File: src/hw/tws_regs.svh
`ifndef TWS_REGS_SVH
`define TWS_REGS_SVH

// phase times as typical at the 10 MHz reference clock, in ns
`define TWS_REF_CLK_MHZ     10
`define TWS_T_LOW_NS        33000
`define TWS_T_HIGH_20K_NS   25800
`define TWS_T_HIGH_10K_NS   67800
`define TWS_T_HIGH_1K_NS    975000
`define TWS_T_LEAD_NS       91200
`define TWS_T_LAG_NS        81600

// rates scale with the clock, so a reference-clock time in ns maps to
// ns * ref_mhz / 1000 cycles at any clock rate
`define TWS_CYC(ns)         (((ns) * `TWS_REF_CLK_MHZ) / 1000)

// rate selector codes
`define TWS_RATE_1K         5'h01
`define TWS_RATE_10K        5'h0a
`define TWS_RATE_20K        5'h14

`define TWS_MAX_BITS        255
`define TWS_CNT_W           14

`endif

File: src/hw/tws_pkg.sv
package tws_pkg;

    typedef enum logic [2:0] {
        ST_IDLE,
        ST_LEAD,
        ST_HIGH,
        ST_LOW,
        ST_LAG,
        ST_S_WAIT_ACT,
        ST_S_WAIT_IDLE
    } tws_state_t;

    typedef struct packed {
        logic       master;
        logic       invert;
        logic [4:0] rate;
        logic       sel_en;
        logic [2:0] sel_pin;
        logic       to_en;
        logic [2:0] to_pin;
        logic [7:0] count;
    } tws_cfg_t;

    typedef struct packed {
        logic [7:0] count;
        logic       timed_out;
    } tws_result_t;

endpackage

File: src/hw/tws_sync.sv
`timescale 1ns/1ns
module tws_sync #(
    parameter int W = 1
) (
    input  wire logic         clock_i,
    input  wire logic         arst_n_i,
    input  wire logic [W-1:0] async_i,
    output logic      [W-1:0] sync_o
);
    logic [W-1:0] stage1;

    generate
        for (genvar i = 0; i < W; i++) begin : g_bit
            always_ff @(posedge clock_i or negedge arst_n_i) begin
                if (!arst_n_i) begin
                    stage1[i] <= 1'b0;
                    sync_o[i] <= 1'b0;
                end else begin
                    stage1[i] <= async_i[i];
                    sync_o[i] <= stage1[i];
                end
            end
        end
    endgenerate
endmodule

File: src/hw/tws_bitbuf.sv
`timescale 1ns/1ns
module tws_bitbuf #(
    parameter int BYTES = 32,
    parameter int AW    = 5
) (
    input  wire logic          clock_i,
    input  wire logic          arst_n_i,
    input  wire logic          wr_en_i,
    input  wire logic [AW-1:0] wr_addr_i,
    input  wire logic [7:0]    wr_data_i,
    input  wire logic [AW-1:0] rd_addr_i,
    output logic      [7:0]    rd_data_o,
    input  wire logic [7:0]    tx_idx_i,
    output logic               tx_bit_o,
    input  wire logic          rx_we_i,
    input  wire logic [7:0]    rx_idx_i,
    input  wire logic          rx_bit_i
);
    logic [7:0] mem      [BYTES];
    logic [7:0] next_mem [BYTES];
    logic [7:0] next_rd_data;

    // bit indices reach byte 31 at most, and every byte needs an address
    if (BYTES < 1 || BYTES > 32 || BYTES > (1 << AW)) begin : g_bad_size
        $error("tws_bitbuf: BYTES does not fit the bit index or address");
    end

    // bit n of a transfer lives in byte n/8, msb first
    always_comb begin
        tx_bit_o     = mem[tx_idx_i[7:3]][3'h7 - tx_idx_i[2:0]];
        next_rd_data = mem[rd_addr_i];
    end

    generate
        for (genvar b = 0; b < BYTES; b++) begin : g_byte
            always_comb begin
                next_mem[b] = mem[b];
                if (wr_en_i && wr_addr_i == AW'(b)) begin
                    next_mem[b] = wr_data_i;
                end
                // the shifter wins over a concurrent byte load
                if (rx_we_i && rx_idx_i[7:3] == 5'(b)) begin
                    // untouched positions keep old data, so a short last byte is stale
                    next_mem[b][3'h7 - rx_idx_i[2:0]] = rx_bit_i;
                end
            end
            always_ff @(posedge clock_i or negedge arst_n_i) begin
                if (!arst_n_i) begin
                    mem[b] <= 8'h00;
                end else begin
                    mem[b] <= next_mem[b];
                end
            end
        end
    endgenerate

    always_ff @(posedge clock_i or negedge arst_n_i) begin
        if (!arst_n_i) begin
            rd_data_o <= 8'h00;
        end else begin
            rd_data_o <= next_rd_data;
        end
    end
endmodule

File: src/hw/tws_port.sv
// Operation
// - master drives clock, data out, data in
// - shift out and capture one bit per cycle
// - rising edge default, polarity option selects falling
// - any general pin serves as chip select
// - three selectable master bit rates, clock-scaled
// - select lead before first edge, lag after
// - fixed low phase, high phase rate-dependent
// - slave timeout pin high aborts transfer
// - slave drives bit, waits active, captures
// - slave waits idle, then next or finish
// - inverted option reverses tested slave clock levels
// - one to 255 bits per transfer
// - transmit bytes msb first from buffer
// - received bits overwrite buffer msb first
// - unfilled low bits of last byte undefined
// - busy from start until finish or abort
// - master select low before, high after
// - rate accepts 1, 10, 20; default 20
`timescale 1ns/1ns
`include "tws_regs.svh"
module tws_port
    import tws_pkg::*;
#(
    parameter int BUF_BYTES   = 32,
    parameter int HIGH_1K_CYC = `TWS_CYC(`TWS_T_HIGH_1K_NS)
) (
    input  wire logic       clock_i,
    input  wire logic       arst_n_i,
    // requester side
    input  wire logic       start_i,
    input  wire tws_cfg_t   cfg_i,
    input  wire logic       buf_wr_en_i,
    input  wire logic [4:0] buf_wr_addr_i,
    input  wire logic [7:0] buf_wr_data_i,
    input  wire logic [4:0] buf_rd_addr_i,
    output logic      [7:0] buf_rd_data_o,
    output logic            busy_o,
    output logic            done_o,
    output tws_result_t     result_o,
    // pins
    input  wire logic       serial_clock_pin_i,
    output logic            serial_clock_pin_o,
    output logic            serial_clock_pin_oe_o,
    output logic            serial_out_pin_o,
    input  wire logic       serial_in_pin_i,
    input  wire logic [7:0] general_pins_i,
    output logic      [7:0] general_pins_o,
    output logic      [7:0] general_pins_oe_o
);
    localparam int CW = `TWS_CNT_W;

    // the buffer address is five bits wide, so at most 32 bytes
    if (BUF_BYTES < 1 || BUF_BYTES > 32) begin : g_bad_bytes
        $error("tws_port: BUF_BYTES must be 1..32");
    end
    if (HIGH_1K_CYC < 1 || HIGH_1K_CYC >= (1 << CW)) begin : g_bad_high
        $error("tws_port: HIGH_1K_CYC out of counter range");
    end
    // the fixed phases come from the header and must fit the down counter too
    if (`TWS_CYC(`TWS_T_LEAD_NS) >= (1 << CW)) begin : g_bad_lead
        $error("tws_port: lead count out of counter range");
    end
    if (`TWS_CYC(`TWS_T_LAG_NS) >= (1 << CW)) begin : g_bad_lag
        $error("tws_port: lag count out of counter range");
    end
    if (`TWS_CYC(`TWS_T_LOW_NS) >= (1 << CW)) begin : g_bad_low
        $error("tws_port: low count out of counter range");
    end
    if (`TWS_CYC(`TWS_T_HIGH_10K_NS) >= (1 << CW)) begin : g_bad_high10
        $error("tws_port: 10 kbps high count out of counter range");
    end
    if (`TWS_CYC(`TWS_T_HIGH_20K_NS) >= (1 << CW)) begin : g_bad_high20
        $error("tws_port: 20 kbps high count out of counter range");
    end
    // the bit index and the count are eight bits wide
    if (`TWS_MAX_BITS > 255) begin : g_bad_max
        $error("tws_port: transfer limit exceeds the eight-bit count");
    end

    localparam logic [CW-1:0] LOW_CYC      = CW'(`TWS_CYC(`TWS_T_LOW_NS));
    localparam logic [CW-1:0] HIGH_20K_CYC = CW'(`TWS_CYC(`TWS_T_HIGH_20K_NS));
    localparam logic [CW-1:0] HIGH_10K_CYC = CW'(`TWS_CYC(`TWS_T_HIGH_10K_NS));
    localparam logic [CW-1:0] HIGH_1K_C    = CW'(HIGH_1K_CYC);
    localparam logic [CW-1:0] LEAD_CYC     = CW'(`TWS_CYC(`TWS_T_LEAD_NS));
    localparam logic [CW-1:0] LAG_CYC      = CW'(`TWS_CYC(`TWS_T_LAG_NS));
    localparam logic [8:0]    BUF_BITS     = 9'(BUF_BYTES * 8);

    // pin inputs pass two flops before anything looks at them
    logic [9:0] pins_s;
    tws_sync #(.W(10)) u_sync (
        .clock_i  (clock_i),
        .arst_n_i (arst_n_i),
        .async_i  ({serial_clock_pin_i, serial_in_pin_i, general_pins_i}),
        .sync_o   (pins_s)
    );
    logic sclk_s;
    logic sin_s;
    logic [7:0] gp_s;
    assign sclk_s = pins_s[9];
    assign sin_s  = pins_s[8];
    assign gp_s   = pins_s[7:0];

    tws_state_t    state;
    tws_state_t    next_state;
    tws_cfg_t      cfg;
    tws_cfg_t      next_cfg;
    logic [CW-1:0] cnt;
    logic [CW-1:0] next_cnt;
    logic [7:0]    bit_idx;
    logic [7:0]    next_bit_idx;
    logic          sclk;
    logic          next_sclk;
    logic          sout;
    logic          next_sout;
    logic          cs_act;
    logic          next_cs_act;
    logic          done;
    logic          next_done;
    tws_result_t   result;
    tws_result_t   next_result;

    logic          rx_we;
    logic [7:0]    tx_idx;
    logic          tx_bit;
    logic          start_ok;
    logic          last_bit;
    logic          act_lvl;
    logic          to_hit;
    logic [CW-1:0] high_cyc;

    tws_bitbuf #(.BYTES(BUF_BYTES), .AW(5)) u_buf (
        .clock_i   (clock_i),
        .arst_n_i  (arst_n_i),
        .wr_en_i   (buf_wr_en_i),
        .wr_addr_i (buf_wr_addr_i),
        .wr_data_i (buf_wr_data_i),
        .rd_addr_i (buf_rd_addr_i),
        .rd_data_o (buf_rd_data_o),
        .tx_idx_i  (tx_idx),
        .tx_bit_o  (tx_bit),
        .rx_we_i   (rx_we),
        .rx_idx_i  (bit_idx),
        .rx_bit_i  (sin_s)
    );

    always_comb begin
        // zero counts and counts beyond the buffer are refused
        start_ok = start_i && cfg_i.count != 8'h00
                   && {1'b0, cfg_i.count} <= BUF_BITS;
        last_bit = bit_idx == cfg.count - 8'h01;
        // default active level high; inverted option swaps it
        act_lvl  = ~cfg.invert;
        to_hit   = cfg.to_en && gp_s[cfg.to_pin];
        // anything other than 1 or 10 runs at the 20 kbps setting
        unique case (cfg.rate)
            `TWS_RATE_1K:  high_cyc = HIGH_1K_C;
            `TWS_RATE_10K: high_cyc = HIGH_10K_CYC;
            default:       high_cyc = HIGH_20K_CYC;
        endcase
        // outside idle the next transmit bit is one ahead of the capture index; idle presents bit 0
        tx_idx   = (state == ST_IDLE) ? 8'h00 : bit_idx + 8'h01;
    end

    always_comb begin
        next_state   = state;
        next_cfg     = cfg;
        next_cnt     = cnt;
        next_bit_idx = bit_idx;
        next_sclk    = sclk;
        next_sout    = sout;
        next_cs_act  = cs_act;
        next_done    = 1'b0;
        next_result  = result;
        rx_we        = 1'b0;
        unique case (state)
            ST_IDLE: begin
                next_sclk = cfg.invert;
                if (start_ok) begin
                    next_cfg     = cfg_i;
                    next_bit_idx = 8'h00;
                    next_sout    = tx_bit;
                    if (cfg_i.master) begin
                        next_sclk   = cfg_i.invert;
                        next_cs_act = 1'b1;
                        next_cnt    = LEAD_CYC;
                        next_state  = ST_LEAD;
                    end else begin
                        // a slave clock already active here counts as the first edge
                        next_state  = ST_S_WAIT_ACT;
                    end
                end
            end
            ST_LEAD, ST_LOW: begin
                if (cnt <= 14'h0001) begin
                    // active edge: capture in the same cycle as the active clock level goes out
                    next_sclk  = act_lvl;
                    rx_we      = 1'b1;
                    next_cnt   = high_cyc;
                    next_state = ST_HIGH;
                end else begin
                    next_cnt = cnt - 14'h0001;
                end
            end
            ST_HIGH: begin
                if (cnt <= 14'h0001) begin
                    next_sclk = ~act_lvl;
                    if (last_bit) begin
                        next_cnt   = LAG_CYC;
                        next_state = ST_LAG;
                    end else begin
                        // new data goes out on the inactive edge
                        next_bit_idx = bit_idx + 8'h01;
                        next_sout    = tx_bit;
                        next_cnt     = LOW_CYC;
                        next_state   = ST_LOW;
                    end
                end else begin
                    next_cnt = cnt - 14'h0001;
                end
            end
            ST_LAG: begin
                if (cnt <= 14'h0001) begin
                    next_cs_act = 1'b0;
                    next_done   = 1'b1;
                    next_result = '{count: cfg.count, timed_out: 1'b0};
                    next_state  = ST_IDLE;
                end else begin
                    next_cnt = cnt - 14'h0001;
                end
            end
            ST_S_WAIT_ACT: begin
                if (sclk_s == act_lvl) begin
                    rx_we      = 1'b1;
                    next_state = ST_S_WAIT_IDLE;
                end else if (to_hit) begin
                    next_done   = 1'b1;
                    next_result = '{count: bit_idx, timed_out: 1'b1};
                    next_state  = ST_IDLE;
                end
            end
            ST_S_WAIT_IDLE: begin
                if (sclk_s == ~act_lvl) begin
                    if (last_bit) begin
                        next_done   = 1'b1;
                        next_result = '{count: cfg.count, timed_out: 1'b0};
                        next_state  = ST_IDLE;
                    end else begin
                        next_bit_idx = bit_idx + 8'h01;
                        next_sout    = tx_bit;
                        next_state   = ST_S_WAIT_ACT;
                    end
                end else if (to_hit) begin
                    // the bit captured in this round already counts
                    next_done   = 1'b1;
                    next_result = '{count: bit_idx + 8'h01, timed_out: 1'b1};
                    next_state  = ST_IDLE;
                end
            end
        endcase
    end

    always_ff @(posedge clock_i or negedge arst_n_i) begin
        if (!arst_n_i) begin
            state   <= ST_IDLE;
            cfg     <= '0;
            cnt     <= '0;
            bit_idx <= 8'h00;
            sclk    <= 1'b0;
            sout    <= 1'b0;
            cs_act  <= 1'b0;
            done    <= 1'b0;
            result  <= '0;
        end else begin
            state   <= next_state;
            cfg     <= next_cfg;
            cnt     <= next_cnt;
            bit_idx <= next_bit_idx;
            sclk    <= next_sclk;
            sout    <= next_sout;
            cs_act  <= next_cs_act;
            done    <= next_done;
            result  <= next_result;
        end
    end

    // the select pin is driven only for a master with select enabled;
    // idle it stays driven high so the peripheral sees a clean frame
    always_comb begin
        general_pins_o    = 8'hff;
        general_pins_oe_o = 8'h00;
        if (cfg.master && cfg.sel_en) begin
            general_pins_oe_o[cfg.sel_pin] = 1'b1;
            general_pins_o[cfg.sel_pin]    = ~cs_act;
        end
    end

    assign serial_clock_pin_o    = sclk;
    assign serial_clock_pin_oe_o = cfg.master;
    assign serial_out_pin_o      = sout;
    assign busy_o                = state != ST_IDLE;
    assign done_o                = done;
    assign result_o              = result;
endmodule

File: config.mk
export PLATFORM = sky130hd
export DESIGN_NAME = tws_port
export DESIGN_NICKNAME = d
export VERILOG_FILES = /design/src/hw/tws_pkg.sv /design/src/hw/tws_sync.sv /design/src/hw/tws_bitbuf.sv /design/src/hw/tws_port.sv
export VERILOG_INCLUDE_DIRS = /design/src /design/src/hw
export SDC_FILE = /design/constraint.sdc
export NUM_CORES = 1
export LEC_CHECK = 0
export BUFFER_PORTS_ARGS = -buffer_cell sky130_fd_sc_hd__buf_2
export CAP_MARGIN = 10
export CORE_MARGIN = 5
export CORE_UTILIZATION = 49
export DETAILED_ROUTE_END_ITERATION = 12
export PLACE_DENSITY = 0.7
export SYNTH_ARGS = -nofsm -noshare
export SYNTH_HDL_FRONTEND = slang
export SYNTH_HIERARCHICAL = 1
export SYNTH_SLANG_ARGS = --single-unit
File: constraint.sdc
create_clock -name clock_i -period 5.05 [get_ports clock_i]
set_input_delay 0.505 -clock clock_i [delete_from_list [all_inputs] [get_ports clock_i]]
set_output_delay 0.505 -clock clock_i [all_outputs]
set_load 0.005 [all_outputs]
==> results_tabular.tex <==
\begin{tabular}{lr}
\hline
Metric & Value \\
\hline
\multicolumn{2}{l}{\textbf{STA}} \\
\quad Max Clock Skew & roughly 0.016 ns \\
\quad Share of the clock period used by the worst path & 0.879 \\
\quad Setup\_tns & 0 ns \\
\quad Relative slew slack & 0.111 \\
\quad Total count of max-transition violations in the final report & 0 \\
\quad Hold slack final & -0.0165 ns \\
\quad Hold violation total from the final report & 3 \\
\quad Final setup vio count & 0 \\
\quad Pin slew with the least headroom to its limit & 1.33 ns \\
\quad Setup repair after global routing missed its margin & no \\
\quad Upper clock frequency limit & approximately 230 MHz \\
\quad Shortest clock period the worst path allows after layout & between 4 and 5 ns \\
\multicolumn{2}{l}{\textbf{Placed design}} \\
\quad Count of buffers from port buffering & between 90 and 100 \\
\quad Number of placed instances with taps included & about 2800 \\
\quad Placer's final routability congestion estimate & approximately 1 \\
\quad Area of placed instances & around 23000 µm² \\
\quad Detailed placement HPWL & around 50 mm \\
\multicolumn{2}{l}{\textbf{Clock tree}} \\
\quad Post-CTS Resized & 0 \\
\quad Htree depth & 2 \\
\quad Clk slew on worst S/H paths & $\sim$0.070 ns \\
\quad Num CTS Buffers & 41 \\
\quad Cts-stage hold buffer count & 0 \\
\quad Clock sinks & between 300 and 400 \\
\quad Clock root cell & sky130\_fd\_sc\_hd\_\_clkbuf\_16 \\
\quad Clk Latency, worst-skew pair & between 0.5 and 0.6 ns \\
\quad Buffers inserted by post-CTS timing repair & 0 \\
\quad Clock tree buffer depth & 3 \\
\quad Clock tree from TritonCTS & built \\
\multicolumn{2}{l}{\textbf{Logic synthesis}} \\
\quad Fraction of synthesis flops using an asynchronous set or reset pin & 1.00 \\
\quad Cell taking the most area after synthesis & sky130\_fd\_sc\_hd\_\_dfrtp\_1 \\
\quad Combined area of all synthesized cells & roughly 22000 µm² \\
\quad Ys Warns & 6 \\
\quad Leading post-synthesis cells by cell area & sky130\_fd\_sc\_hd\_\_dfrtp\_1 38\%, sky130\_fd\_sc\_hd\_\_mux2i\_1 14\%, sky130\_fd\_sc\_hd\_\_mux4\_2 10\%, sky130\_fd\_sc\_hd\_\_o21ai\_0 6.5\%, sky130\_fd\_sc\_hd\_\_nand2\_1 4.4\% \\
\quad Top\_reg\_cell synth & sky130\_fd\_sc\_hd\_\_dfrtp\_1 \\
\quad Number of unique standard cell types used by synthesis & 77 \\
\quad Total of flip-flops plus latches after synthesis & 345 \\
\quad Syn avg cell area & 9.89 µm² \\
\quad Synthesized netlist cell count & 2273 \\
\quad Sequential element share of the synthesized area & 0.384 \\
\quad Number of synthesized flops with an enable pin & 0 \\
\quad Fraction of post-synthesis cell area in the top cell type by area & 0.384 \\
\quad Post-Syn Nets & $\sim$2300 \\
\multicolumn{2}{l}{\textbf{Routing}} \\
\quad First-pass iteration count of the detailed router & 6 \\
\quad Wire length reported by the detailed router & 74.8 mm \\
\quad Via Count & 19100 \\
\quad Post-detailed-route count of antenna-violating nets & 0 \\
\quad DRC marker count from the first detailed-route iteration & around 3000 \\
\quad Number of vias per cell after detailed routing & 6.63 \\
\quad Final routed wire length divided by cell count & 26.0 µm \\
\quad DRC errors left & 0 \\
\multicolumn{2}{l}{\textbf{Status}} \\
\quad Violated checks & hold timing \\
\quad Status & complete, but fails checks \\
\multicolumn{2}{l}{\textbf{Floorplanning}} \\
\quad Core ar. & between 40000 and 50000 µm² \\
\quad FP Rows & between 70 and 80 \\
\quad Count of pins on the block boundary & between 90 and 100 \\
\quad Y dimension of the die & roughly 220 µm \\
\quad Initial standard-cell utilization of the core & 0.496 \\
\quad Horizontal die dimension & 224 µm \\
\quad Total Die Area & just over 50000 µm² \\
\multicolumn{2}{l}{\textbf{Critical path}} \\
\quad Delay-heaviest family, CP & compound AO/OA/AOI/OAI gates \\
\quad Category of the worst setup path capture point & flip-flop \\
\quad Register-to-register path setup slack & between 0.6 and 0.7 ns \\
\quad Worst path most repeated cell & sky130\_fd\_sc\_hd\_\_mux2\_2 \\
\quad Start-to-end type of the worst setup path & flip-flop to flip-flop \\
\quad Slowest stage cell, crit path & sky130\_fd\_sc\_hd\_\_dfrtp\_1 \\
\quad Startpoint types & flip-flop \\
\quad Peak per-stage delay on the critical path & between 0.6 and 0.7 ns \\
\quad Biggest fanout along the worst timing path & 26 \\
\quad Crit path cell chain & ha\_1 > and3\_1 > xnor2\_1 > nor2\_4 > buf\_4 > mux2\_2 > o22ai\_1 > a2111oi\_0 > o41ai\_1 > mux2i\_1 > a221o\_1 > mux2\_2 \\
\quad Buffers and inverters on the worst path & 1 \\
\quad Critical path arrival & 4.90 ns \\
\quad WP data required & 5.51 ns \\
\multicolumn{2}{l}{\textbf{Final layout}} \\
\quad Share of post-route cells with drive strength above 1 & 0.170 \\
\quad Post-Layout Cell Count & 2875 \\
\quad Nets & 2303 \\
\quad Post-Layout Inst Area & between 20000 and 25000 µm² \\
\quad Most common library cell in the layout ignoring fill and taps & sky130\_fd\_sc\_hd\_\_dfrtp\_1 \\
\quad Leading cell types in the layout, fill and taps excluded & 344 x sky130\_fd\_sc\_hd\_\_dfrtp\_1, 323 x sky130\_fd\_sc\_hd\_\_mux2i\_1, 292 x sky130\_fd\_sc\_hd\_\_o21ai\_0 \\
\quad Area added between synthesis and finish & 9.49\% \\
\quad Final-layout fill cell count & around 4000 \\
\quad Area of the multi-input gates & roughly 13000 µm² \\
\quad Sequential Area & 8640 µm² \\
\multicolumn{2}{l}{\textbf{Global route}} \\
\quad Residual overflow from global routing & 0 \\
\quad GRT Total Usage & 0.291 \\
\quad Maximum number of pins on one net before global-route repair & about 130 \\
\quad Number of global-route vias before repair & 18200 \\
\quad Initial antenna violation count & 1 \\
\quad Wire length of the first global-routing pass & between 100 and 150 mm \\
\multicolumn{2}{l}{\textbf{Pwr}} \\
\quad Maximum vdd drop & about 0.22 mV \\
\quad Total power per unit cell area & between 300 and 400 nW/µm² \\
\quad Static leakage power & about 9.4 nW \\
\multicolumn{2}{l}{\textbf{Worst hold path}} \\
\quad HP Class & input pin to async pin \\
\multicolumn{2}{l}{\textbf{Flow run}} \\
\quad MaxCap Viol Count & 0 \\
\hline
\end{tabular}
-- layout make-up --
cell class	count	share of cell area
multi-input cells	1709	0.525
flip-flops and latches	345	0.351
clock buffers	54	0.0461
repair buffers	131	0.0322
well taps	600	0.0305
clock inverters	19	0.0127
inverters	16	0.00244
diodes	1	0.000102
-- sequential cells by signal (all words and copies together) (netlist names) --
| name | flops |
|---|---|
| bit_idx | 8 |
| state | 3 |
| result_o | 9 |
| u_buf/rd_data_o | 8 |
| serial_out_pin_o | 1 |
| serial_clock_pin_o | 1 |
| cnt | 14 |
| done_o | 1 |
| cs_act | 1 |
| serial_clock_pin_oe_o | 1 |
| u_sync/stage1 | 10 |
| u_sync/sync_o | 10 |
| cfg | 22 |
| u_buf/mem | 256 |
-- cell families after synthesis --
| family | Yosys count | share of synthesized area |
|---|---|---|
| muxes | 484 | 0.283 |
| buffers and inverters | 219 | 0.0422 |
| DFF | 345 | 0.384 |
| xor gates and xnor gates | 23 | 0.00896 |
| and+or+nand+nor | 678 | 0.135 |
| adders and majority gates | 4 | 0.00223 |
| AOI/OAI and AO/OA | 520 | 0.145 |
-- metal layers --
layer | track usage | up-vias | share of wire
met3 | 0.0672 | 176 | 0.12
met5 | 0 | - | 0.00017
met2 | 0.429 | 1231 | 0.43
li1 | - | 8285 | -
met1 | 0.428 | 9364 | 0.42
met4 | 0.0943 | 2 | 0.034
-- power by group --
group / internal [mW] / leakage [nW] / switching (mW)
sequential: 3.19 / 3.96 / 0.481
clock: 1.99 / 0.711 / 1.24
combinational: 0.721 / 4.71 / 0.653
-- metrics by stage --
stage | total power, mW | utilization | worst slack (ns) | hold WS, ns
CTS | 8.27 | 0.543 | 0.710 | 0.00610
global placement | 4.96 | 0.511 | 0.913 | 0.333
global route | 8.57 | 0.543 | 0.500 | 0.0263
floorplan | 4.43 | - | 1.38 | 0.209
detailed placement | 5.02 | 0.511 | 0.728 | 0.336
finish | 8.28 | 0.543 | 0.611 | -0.0165
-- cell usage after synthesis (5+ instances only) --
master                       n
sky130_fd_sc_hd__dfrtp_1   345
sky130_fd_sc_hd__mux2i_1   323
sky130_fd_sc_hd__o21ai_0   292
sky130_fd_sc_hd__nand2_1   264
sky130_fd_sc_hd__nor2_1    242
sky130_fd_sc_hd__clkbuf_1  142
sky130_fd_sc_hd__mux4_2    103
sky130_fd_sc_hd__o31a_1     87
sky130_fd_sc_hd__mux2_2     42
sky130_fd_sc_hd__buf_2      41
sky130_fd_sc_hd__nand3_1    38
sky130_fd_sc_hd__o22ai_1    31
sky130_fd_sc_hd__nor3_1     26
sky130_fd_sc_hd__a21oi_1    22
sky130_fd_sc_hd__nor2b_1    21
sky130_fd_sc_hd__inv_1      14
sky130_fd_sc_hd__nand2b_1   13
sky130_fd_sc_hd__xnor2_1    13
sky130_fd_sc_hd__a211oi_1   11
sky130_fd_sc_hd__a31oi_1    10
sky130_fd_sc_hd__nor4_1     10
sky130_fd_sc_hd__o211ai_1   10
sky130_fd_sc_hd__xor2_1     10
sky130_fd_sc_hd__a22oi_1     8
sky130_fd_sc_hd__buf_1       8
sky130_fd_sc_hd__mux2_4      8
sky130_fd_sc_hd__mux4_1      8
sky130_fd_sc_hd__nand3b_1    8
sky130_fd_sc_hd__and2_1      7
sky130_fd_sc_hd__nor2_2      7
sky130_fd_sc_hd__buf_6       6
sky130_fd_sc_hd__a221o_1     5
sky130_fd_sc_hd__a22o_1      5
sky130_fd_sc_hd__buf_4       5
sky130_fd_sc_hd__or3_1       5
sky130_fd_sc_hd__or4_1       5
-- worst register-to-register path: stages, from the launching register on --
cell and delay (ns):
sky130_fd_sc_hd__dfrtp_1 0.67, sky130_fd_sc_hd__ha_1 0.30, sky130_fd_sc_hd__and3_1 0.22, sky130_fd_sc_hd__xnor2_1 0.16, sky130_fd_sc_hd__nor2_4 0.60, sky130_fd_sc_hd__buf_4 0.51, sky130_fd_sc_hd__mux2_2 0.39, sky130_fd_sc_hd__o22ai_1 0.17
sky130_fd_sc_hd__a2111oi_0 0.12, sky130_fd_sc_hd__o41ai_1 0.42, sky130_fd_sc_hd__mux2i_1 0.16, sky130_fd_sc_hd__a221o_1 0.36, sky130_fd_sc_hd__mux2_2 0.26
-- path summary, 6_finish.rpt --
check,depth (start not counted),endpoint,start
setup / recovery,12,serial_out_pin_o$_DFFE_PN0P_,bit_idx[0]$_DFFE_PN0P_
hold / removal,1,u_buf/mem[95]$_DFF_PN0_,arst_n_i
setup reg to reg,12,serial_out_pin_o$_DFFE_PN0P_,bit_idx[0]$_DFFE_PN0P_
hold reg to reg,0,u_sync/sync_o[6]$_DFF_PN0_,u_sync/stage1[6]$_DFF_PN0_
max in group asynchronous,2,u_buf/mem[236]$_DFF_PN0_,arst_n_i
min in group clock_i,1,u_sync/stage1[9]$_DFF_PN0_,serial_clock_pin_i
Note: power is estimated with default switching activity, not from simulation.
